--- src/ddc_params.svh ---
// Register map, field positions, reset values and timing constants for DDR I/O calibration
`ifndef DDC_PARAMS_SVH
`define DDC_PARAMS_SVH
// Register byte offsets
`define DDC_CTRL_OFS 12'h000
`define DDC_INTV_OFS 12'h004
`define DDC_CODE_OFS 12'h008
`define DDC_STAT_OFS 12'h00C
// Control register fields
`define DDC_EN_BIT 0
`define DDC_DLY_LSB 8
`define DDC_DLY_MSB 14
// Code register fields
`define DDC_CP_LSB 0
`define DDC_CP_MSB 3
`define DDC_CN_LSB 8
`define DDC_CN_MSB 11
// Status register fields
`define DDC_ST_LSB 0
`define DDC_ST_MSB 1
`define DDC_DONE_LSB 8
`define DDC_DONE_MSB 15
// Reset values
`define DDC_DLY_RST 7'h00
`define DDC_EN_RST 1'h0
`define DDC_INTV_RST 16'h0000
`define DDC_CP_RST 4'h7
`define DDC_CN_RST 4'h8
// Length of one calibration sequence in sdram clock cycles
`define DDC_CAL_CYC 8'h10
// Address decode width (byte address bits)
`define DDC_ADDR_W 12
`endif

--- src/ddc_pkg.sv ---
// Types shared by the DDR I/O calibration control
package ddc_pkg;
   // Calibration sequencer states
   typedef enum logic [1:0] {
      DDC_IDLE,
      DDC_WARMUP,
      DDC_CALIB
   } ddc_state_e;
endpackage : ddc_pkg

--- src/ddc_timer.sv ---
// Reloading interval timer that emits one-cycle calibration pulses
`timescale 1ns/1ns
module ddc_timer #(
   parameter int W = 16
) (
   input wire logic clk,
   input wire logic arst_n,
   input wire logic ce,
   input wire logic run,
   input wire logic [W-1:0] load,
   output logic pulse
);
   logic [W-1:0] cnt_q, cnt_d; // Remaining cycles to next pulse
   logic pulse_q, pulse_d; // Registered pulse

   // Next count: reload while stopped or on expiry, else count down
   always_comb begin
      cnt_d = cnt_q;
      pulse_d = 1'b0;
      if (!run) begin
         cnt_d = load; // No pulses while disabled
      end else if (cnt_q == '0) begin
         pulse_d = 1'b1; // Expiry fires the pulse
         cnt_d = load; // Reload so pulses recur
      end else begin
         cnt_d = cnt_q - 1'b1;
      end
   end

   // Registers, frozen while clock enable is low
   always_ff @(posedge clk or negedge arst_n) begin
      if (!arst_n) begin
         cnt_q <= '0;
         pulse_q <= 1'b0;
      end else if (ce) begin
         cnt_q <= cnt_d;
         pulse_q <= pulse_d;
      end
   end

   assign pulse = pulse_q;
endmodule : ddc_timer

--- src/ddc_calib_ctrl.sv ---
// DDR I/O calibration control with AHB-Lite register slave
//
// Overview of operation
// - Wait programmed start-up delay before calibrating
// - Start-up delay field is seven bits
// - Calibration enable resets to zero, disabled
// - Interval count loads a pulse timer
// - Each timer pulse seen while idle starts one calibration
// - Read-only P transistor code, reset 7
// - Read-only N transistor code, reset 8
// - All counts use the sdram clock
//
// Design decisions made here: the register addresses and the AHB-Lite register port.
`timescale 1ns/1ns
`include "ddc_params.svh"
module ddc_calib_ctrl
   import ddc_pkg::*;
#(
   parameter int INTV_W = 16,
   parameter int DLY_W = 7
) (
   input wire logic CLOCK,
   input wire logic ARST_N,
   input wire logic CLK_EN,
   input wire logic HSEL,
   input wire logic [31:0] HADDR,
   input wire logic [1:0] HTRANS,
   input wire logic HWRITE,
   input wire logic [2:0] HSIZE,
   input wire logic [31:0] HWDATA,
   input wire logic HREADY,
   input wire logic [3:0] PAD_P_CODE,
   input wire logic [3:0] PAD_N_CODE,
   output logic [31:0] HRDATA,
   output logic HREADYOUT,
   output logic HRESP,
   output logic CAL_AMP_ON,
   output logic CAL_ACTIVE,
   output logic CAL_START
);
   // Bus data phase tracking
   logic wr_pend_q, wr_pend_d; // Write data phase pending
   logic rdy_q, rdy_d; // Bus ready, low only while in reset
   logic [`DDC_ADDR_W-1:0] wr_addr_q, wr_addr_d; // Latched write address
   logic [31:0] rdata_q, rdata_d; // Registered read data
   // Software-visible configuration
   logic en_q, en_d; // Calibration enable
   logic [DLY_W-1:0] dly_q, dly_d; // Amplifier start-up delay
   logic [INTV_W-1:0] intv_q, intv_d; // Calibration interval count
   // Calibration codes from the pads
   logic [3:0] p_code_q, p_code_d;
   logic [3:0] n_code_q, n_code_d;
   logic [3:0] ps1_q, ps2_q, ps3_q; // Pad P code synchroniser
   logic [3:0] ns1_q, ns2_q, ns3_q; // Pad N code synchroniser
   // Sequencer
   ddc_state_e st_q, st_d;
   logic [DLY_W-1:0] wcnt_q, wcnt_d; // Warm-up counter
   logic [7:0] ccnt_q, ccnt_d; // Calibration length counter
   logic [7:0] cal_done_q, cal_done_d; // Completed sequence count
   logic amp_q, amp_d, act_q, act_d, start_q, start_d; // Output flops
   logic pulse; // Timer pulse
   logic take; // Address phase accepted

   // Word-aligned offset decode, used for reads and writes
   function automatic logic [`DDC_ADDR_W-1:0] word_ofs(input logic [31:0] a);
      word_ofs = {a[`DDC_ADDR_W-1:2], 2'b00};
   endfunction : word_ofs

   assign take = HSEL && HREADY && HTRANS[1];

   // Interval timer on the sdram clock
   ddc_timer #(
      .W(INTV_W)
   ) u_timer (
      .clk(CLOCK),
      .arst_n(ARST_N),
      .ce(CLK_EN),
      .run(en_q),
      .load(intv_q),
      .pulse(pulse)
   );

   // Bus slave and configuration next state
   always_comb begin
      wr_pend_d = 1'b0;
      rdy_d = 1'b1; // Never stalls once out of reset
      wr_addr_d = wr_addr_q;
      rdata_d = rdata_q;
      en_d = en_q;
      dly_d = dly_q;
      intv_d = intv_q;
      // Write data lands one cycle after its address phase
      if (wr_pend_q) begin
         case (wr_addr_q)
            `DDC_CTRL_OFS: begin
               en_d = HWDATA[`DDC_EN_BIT];
               dly_d = HWDATA[`DDC_DLY_MSB:`DDC_DLY_LSB]; // Seven bits
            end
            `DDC_INTV_OFS: begin
               intv_d = HWDATA[INTV_W-1:0];
            end
            default: begin
               // Read-only and unmapped writes are dropped
            end
         endcase
      end
      if (take) begin
         wr_pend_d = HWRITE;
         wr_addr_d = word_ofs(HADDR);
         rdata_d = 32'h00000000; // Unmapped reads return zero
         if (!HWRITE) begin
            case (word_ofs(HADDR))
               `DDC_CTRL_OFS: begin
                  rdata_d[`DDC_EN_BIT] = en_q;
                  rdata_d[`DDC_DLY_MSB:`DDC_DLY_LSB] = dly_q;
               end
               `DDC_INTV_OFS: begin
                  rdata_d[INTV_W-1:0] = intv_q;
               end
               `DDC_CODE_OFS: begin
                  rdata_d[`DDC_CP_MSB:`DDC_CP_LSB] = p_code_q;
                  rdata_d[`DDC_CN_MSB:`DDC_CN_LSB] = n_code_q;
               end
               `DDC_STAT_OFS: begin
                  rdata_d[`DDC_ST_MSB:`DDC_ST_LSB] = st_q;
                  rdata_d[`DDC_DONE_MSB:`DDC_DONE_LSB] = cal_done_q;
               end
               default: begin
                  rdata_d = 32'h00000000;
               end
            endcase
         end
      end
   end

   // Bus and configuration registers
   always_ff @(posedge CLOCK or negedge ARST_N) begin
      if (!ARST_N) begin
         wr_pend_q <= 1'b0;
         rdy_q <= 1'b0;
         wr_addr_q <= '0;
         rdata_q <= 32'h00000000;
         en_q <= `DDC_EN_RST; // Disabled after reset
         dly_q <= `DDC_DLY_RST;
         intv_q <= `DDC_INTV_RST;
      end else if (CLK_EN) begin
         wr_pend_q <= wr_pend_d;
         rdy_q <= rdy_d;
         wr_addr_q <= wr_addr_d;
         rdata_q <= rdata_d;
         en_q <= en_d;
         dly_q <= dly_d;
         intv_q <= intv_d;
      end
   end

   // Pad code synchronisers: three stages, accept when last two agree
   always_ff @(posedge CLOCK or negedge ARST_N) begin
      if (!ARST_N) begin
         ps1_q <= `DDC_CP_RST;
         ps2_q <= `DDC_CP_RST;
         ps3_q <= `DDC_CP_RST;
         ns1_q <= `DDC_CN_RST;
         ns2_q <= `DDC_CN_RST;
         ns3_q <= `DDC_CN_RST;
      end else if (CLK_EN) begin
         ps1_q <= PAD_P_CODE;
         ps2_q <= ps1_q;
         ps3_q <= ps2_q;
         ns1_q <= PAD_N_CODE;
         ns2_q <= ns1_q;
         ns3_q <= ns2_q;
      end
   end

   // Sequencer: warm-up delay, then a fixed-length calibration
   always_comb begin
      st_d = st_q;
      wcnt_d = wcnt_q;
      ccnt_d = ccnt_q;
      cal_done_d = cal_done_q;
      p_code_d = p_code_q;
      n_code_d = n_code_q;
      amp_d = amp_q;
      act_d = 1'b0;
      start_d = 1'b0;
      case (st_q)
         DDC_IDLE: begin
            amp_d = 1'b0;
            if (pulse && en_q) begin
               st_d = DDC_WARMUP; // Pulse opens one sequence
               wcnt_d = dly_q;
               amp_d = 1'b1;
            end
         end
         DDC_WARMUP: begin
            amp_d = 1'b1;
            if (wcnt_q == '0) begin
               st_d = DDC_CALIB; // Delay elapsed
               ccnt_d = `DDC_CAL_CYC;
               start_d = 1'b1;
               act_d = 1'b1;
            end else begin
               wcnt_d = wcnt_q - 1'b1; // One sdram clock each
            end
         end
         DDC_CALIB: begin
            act_d = 1'b1;
            // Codes only change while a sequence runs
            if (ps2_q == ps3_q) begin
               p_code_d = ps3_q;
            end
            if (ns2_q == ns3_q) begin
               n_code_d = ns3_q;
            end
            if (ccnt_q == 8'h01) begin
               st_d = DDC_IDLE;
               act_d = 1'b0;
               amp_d = 1'b0;
               cal_done_d = cal_done_q + 8'h01;
            end else begin
               ccnt_d = ccnt_q - 8'h01;
            end
         end
         default: begin
            st_d = DDC_IDLE;
         end
      endcase
   end

   // Sequencer registers
   always_ff @(posedge CLOCK or negedge ARST_N) begin
      if (!ARST_N) begin
         st_q <= DDC_IDLE;
         wcnt_q <= '0;
         ccnt_q <= 8'h00;
         cal_done_q <= 8'h00;
         p_code_q <= `DDC_CP_RST;
         n_code_q <= `DDC_CN_RST;
         amp_q <= 1'b0;
         act_q <= 1'b0;
         start_q <= 1'b0;
      end else if (CLK_EN) begin
         st_q <= st_d;
         wcnt_q <= wcnt_d;
         ccnt_q <= ccnt_d;
         cal_done_q <= cal_done_d;
         p_code_q <= p_code_d;
         n_code_q <= n_code_d;
         amp_q <= amp_d;
         act_q <= act_d;
         start_q <= start_d;
      end
   end

   // Zero-wait slave: ready except in reset, always OKAY
   assign HRDATA = rdata_q;
   assign HREADYOUT = rdy_q;
   assign HRESP = 1'b0;
   assign CAL_AMP_ON = amp_q;
   assign CAL_ACTIVE = act_q;
   assign CAL_START = start_q;
endmodule : ddc_calib_ctrl

--- config.mk ---
export PLATFORM = sky130hd
export DESIGN_NAME = ddc_calib_ctrl
export DESIGN_NICKNAME = d
export VERILOG_FILES = /design/src/ddc_pkg.sv /design/src/ddc_timer.sv /design/src/ddc_calib_ctrl.sv
export VERILOG_INCLUDE_DIRS = /design/src
export SDC_FILE = /design/constraint.sdc
export NUM_CORES = 1
export LEC_CHECK = 0
export ABC_AREA = 1
export BUFFER_PORTS_ARGS = -buffer_cell sky130_fd_sc_hd__buf_2
export CAP_MARGIN = 10
export CORE_UTILIZATION = 40
export CTS_BUF_LIST = sky130_fd_sc_hd__clkbuf_16
export CTS_CLUSTER_DIAMETER = 200
export DETAILED_ROUTE_END_ITERATION = 10
export GPL_TIMING_DRIVEN = 0
export SKIP_LAST_GASP = 1
export SYNTH_ARGS = -nofsm -noshare
export SYNTH_HDL_FRONTEND = slang
export SYNTH_SLANG_ARGS = --single-unit
--- constraint.sdc ---
create_clock -name CLOCK -period 2 [get_ports CLOCK]
set_input_delay 0.1 -clock CLOCK [delete_from_list [all_inputs] [get_ports CLOCK]]
set_output_delay 0.1 -clock CLOCK [all_outputs]
set_load 0.03 [all_outputs]
==> flow_summary.ini <==
[setup_path]
startpoint_type = register
crit_arrival_ns = 2.18
cp-end-kind = register
max_stage_delay_ns = 0.46
path_cells = inv_1 -> ha_1 -> buf_2 -> inv_1 -> nor2_1 -> nor2_4 -> buf_4 -> o21ai_0
crit_required_ns = 2.33
r2r_end = ccnt_q[0]
rr_startpoint = st_q[1]
crit_fanout = 10
reg2reg_setup_slack_ns = 0.15
reg2reg_depth = 8
critical_path.most_common_cell = inv_1
critPathSlowestCell = dfrtp_1
crit_type = reg2reg

[route]
met1_length_um = 8500
wire_per_inst_um = 13.6
route.met2.wl_um = 7750
wl_um = 17200
top_layer = met4
antenna_left = 0
route.detailed.drc = 0
num_vias = 5945
drt_iter0_markers = 297
firstDrtPassIters = 6
wl_met3_um = 684
viasPerCell = 4.70

[place]
finalWeightedCongestion = 0.820
io_buffers = 60
placed_area_um2 = 7490
dp.final_hpwl_um = 12300

[cts]
worstSkewPairLatency_ns = 0.42
clk_pin_slew_ns = 0.06
clock_path_buffers = 2
htreeDepth = 4
cts_root_buf = clkbuf_16
cts_tree = done
cts_buffers = 17
cts.sinks = 129

[timing]
tightest_slew_ns = 0.738
post-route-min-period_ns = 1.85
rsz0062_at_grt = no
hold_viol_final = 0
hold_ws_ns = 0.00849
period_share_pct = 92.6
final_max_slew_viol_count = 0
relSlewSlack_pct = 50.8
finalClockSkew_ns = 0.00947
max_freq_ghz = 0.540
final-setup-viol-count = 0

[synthesis]
ys_ff_latch = 129
synthTopCellsByArea = dfrtp_1 (41%), nand2_1 (18%), dfstp_2 (6.2%)
yosysSeqAreaShare_pct = 47.6
ys_types = 36
synthTopCellsByCount = nand2_1 (331), dfrtp_1 (113), inv_1 (99)
ys.flop_type = dfrtp_1
syn_inst = 902
ys_async_sr_fraction_pct = 100
synth_warnings = 0
synth.most_common_cell = nand2_1
synth.avg_cell_area_um2 = 7.56
netlist_area_um2 = 6820
synth_top_area_cell = dfrtp_1
synth_top_area_share_pct = 41.5
synth-edff-count = 0

[layout]
stdcell_area_um2 = 8440
n_fill_cell = 1624
multi_input_area_um2 = 2970
area_growth_pct = 23.7
fin_nets = 1124
utilization_pct = 50.9
n_antenna_cell = 0
drive_gt1_share_pct = 16.2
regArea_um2 = 3250

[worst_hold_path]
hp-start = HWDATA[9]
hold_class = in2reg
hold_path_end = dly_q[1]
holdPathStages = 3

[floorplanning]
die_h_um = 133
initial_core_util_pct = 41.1
core_um2 = 16600
die_w_um = 133
die-area_um2 = 17600
rows = 47
io_pins = 120

[power_and_ir_drop]
power_leakage_nw = 4.46
pwr-share-comb_pct = 20.9
clockPowerShare_pct = 40.7
swShare_pct = 31.2
intPower_w = 0.00557
ir_worst_vdd_mv = 0.696
sequentialPowerShare_pct = 38.4
power.switching_w = 0.00253
p_per_area_nw_per_um2 = 961

[run_status]
status = finished, final reports clean

[global_routing]
grt_max_degree = 83
globalRoute.totalOverflow = 0
antenna_found_initial = 0
grt_pass1_wl_um = 28900
first_global_vias = 5816
grt_usage_pct = 21.0

[flow_run]
maxCapViolCount = 0
-- power groups by stage --
stage | Sequential [W] | Combinational (W) | Clock, W
after floorplan | 0.00315 | 0.00118 | 0
after global placement | 0.00315 | 0.00161 | 0
after detailed placement | 0.00315 | 0.00164 | 0
after CTS | 0.00311 | 0.00169 | 0.00334
after global routing | 0.00315 | 0.00196 | 0.00344
final | 0.00311 | 0.00170 | 0.00330
-- registers in the layout (all words and copies together), names as in the netlist, 2 cells and up --
register and count:
ns1_q 4, p_code_q 4, ps1_q 4, intv_q 16, wr_addr_q 10, ns3_q 4, n_code_q 4, ps2_q 4
cal_done_q 8, dly_q 7, HRDATA 16, u_timer.cnt_q 16, ccnt_q 8, ps3_q 4, wcnt_q 7, st_q 2
ns2_q 4
-- cells by family (layout without fill, tap and decap cells) --
family                     count (synthesis)  in the layout  synth area share [%]
and+or+nand+nor                          499            499                  31.1
buffers and inverters                    148            274                  9.65
DFF                                      129            129                  47.6
AOI/OAI and AO/OA                         99             99                  7.62
xor gates and xnor gates                  16             16                  2.06
adders and majority gates                 10             10                  1.84
other                                      1             17                0.0550
-- layout by cell type (no fill, tap or decap), types with 6 or more instances in the layout --
| cell type | netlist | routed |
|---|---|---|
| nor2_2 | 9 | 9 |
| dfstp_2 | 16 | 16 |
| xnor2_1 | 9 | 9 |
| conb_1 | 1 | 17 |
| a21oi_1 | 14 | 14 |
| nand4_1 | 10 | 10 |
| clkbuf_1 | 15 | 14 |
| dfrtp_1 | 113 | 113 |
| nand3_1 | 75 | 75 |
| buf_4 | 23 | 24 |
| buf_2 | 5 | 64 |
| nor2_1 | 52 | 52 |
| o21ai_0 | 73 | 73 |
| clkbuf_16 | 0 | 17 |
| nand2_1 | 331 | 330 |
| inv_1 | 99 | 100 |
| xor2_1 | 7 | 7 |
| ha_1 | 10 | 10 |
| nand3_2 | 6 | 6 |
| dlygate4sd3_1 | 0 | 32 |
-- how the worst max path moves through the flow --
stage | startpoint | end | slack [ns]
after floorplan | st_q[1] | ccnt_q[6] | 0.47
after global placement | ARST_N | HREADYOUT | -1.00
after detailed placement | st_q[0] | p_code_q[3] | 0.1
after CTS | st_q[0] | p_code_q[3] | 0.1
after global routing | st_q[1] | wcnt_q[0] | 0.0003
final | st_q[1] | ccnt_q[0] | 0.15
-- critical path, delay by kind of cell, from the launching register on --
kind,cells,cell delay (ns)
buffers and inverters,4,0.64
adders and majority gates,1,0.13
DFF,1,0.46
AOI/OAI and AO/OA,1,0.18
and+or+nand+nor,2,0.36
-- final cells by class --
cell class	count	share of cell area [%]
timing repair buffer	94	7.85
buffer	44	3.16
inverter	104	4.66
multi-input combinational	641	35.3
sequential	129	38.5
clock inverter	15	2.28
tap	220	3.26
clock buffer	17	5.04
-- repair_timing --
item	4_1_cts	5_1_grt
hold buffers	32	0
endpoints found under the hold margin	82	0
setup buffers	0	1
resized for setup	0	3
setup endpoints to repair	0	6
-- metrics by stage --
stage	setup slack [ns]	cells	total power (W)	TNS, ns
after floorplan	0.472	918	0.00433	0
after global placement	-1.00	1198	0.00476	-115.83
after detailed placement	0.0976	1199	0.00480	0
after CTS	0.0953	1263	0.00815	0
after global routing	0.000267	1264	0.00855	0
final	0.149	1264	0.00810	0
-- layer usage --
metal / global-route usage (%) / vias to the layer above
met3: 3.95 / 19
met5: 0 / -
met1: 29.2 / 2732
met2: 33.3 / 127
li1: - / 3067
met4: 6.45 / 0
Note: power is estimated with default switching activity, not from simulation.
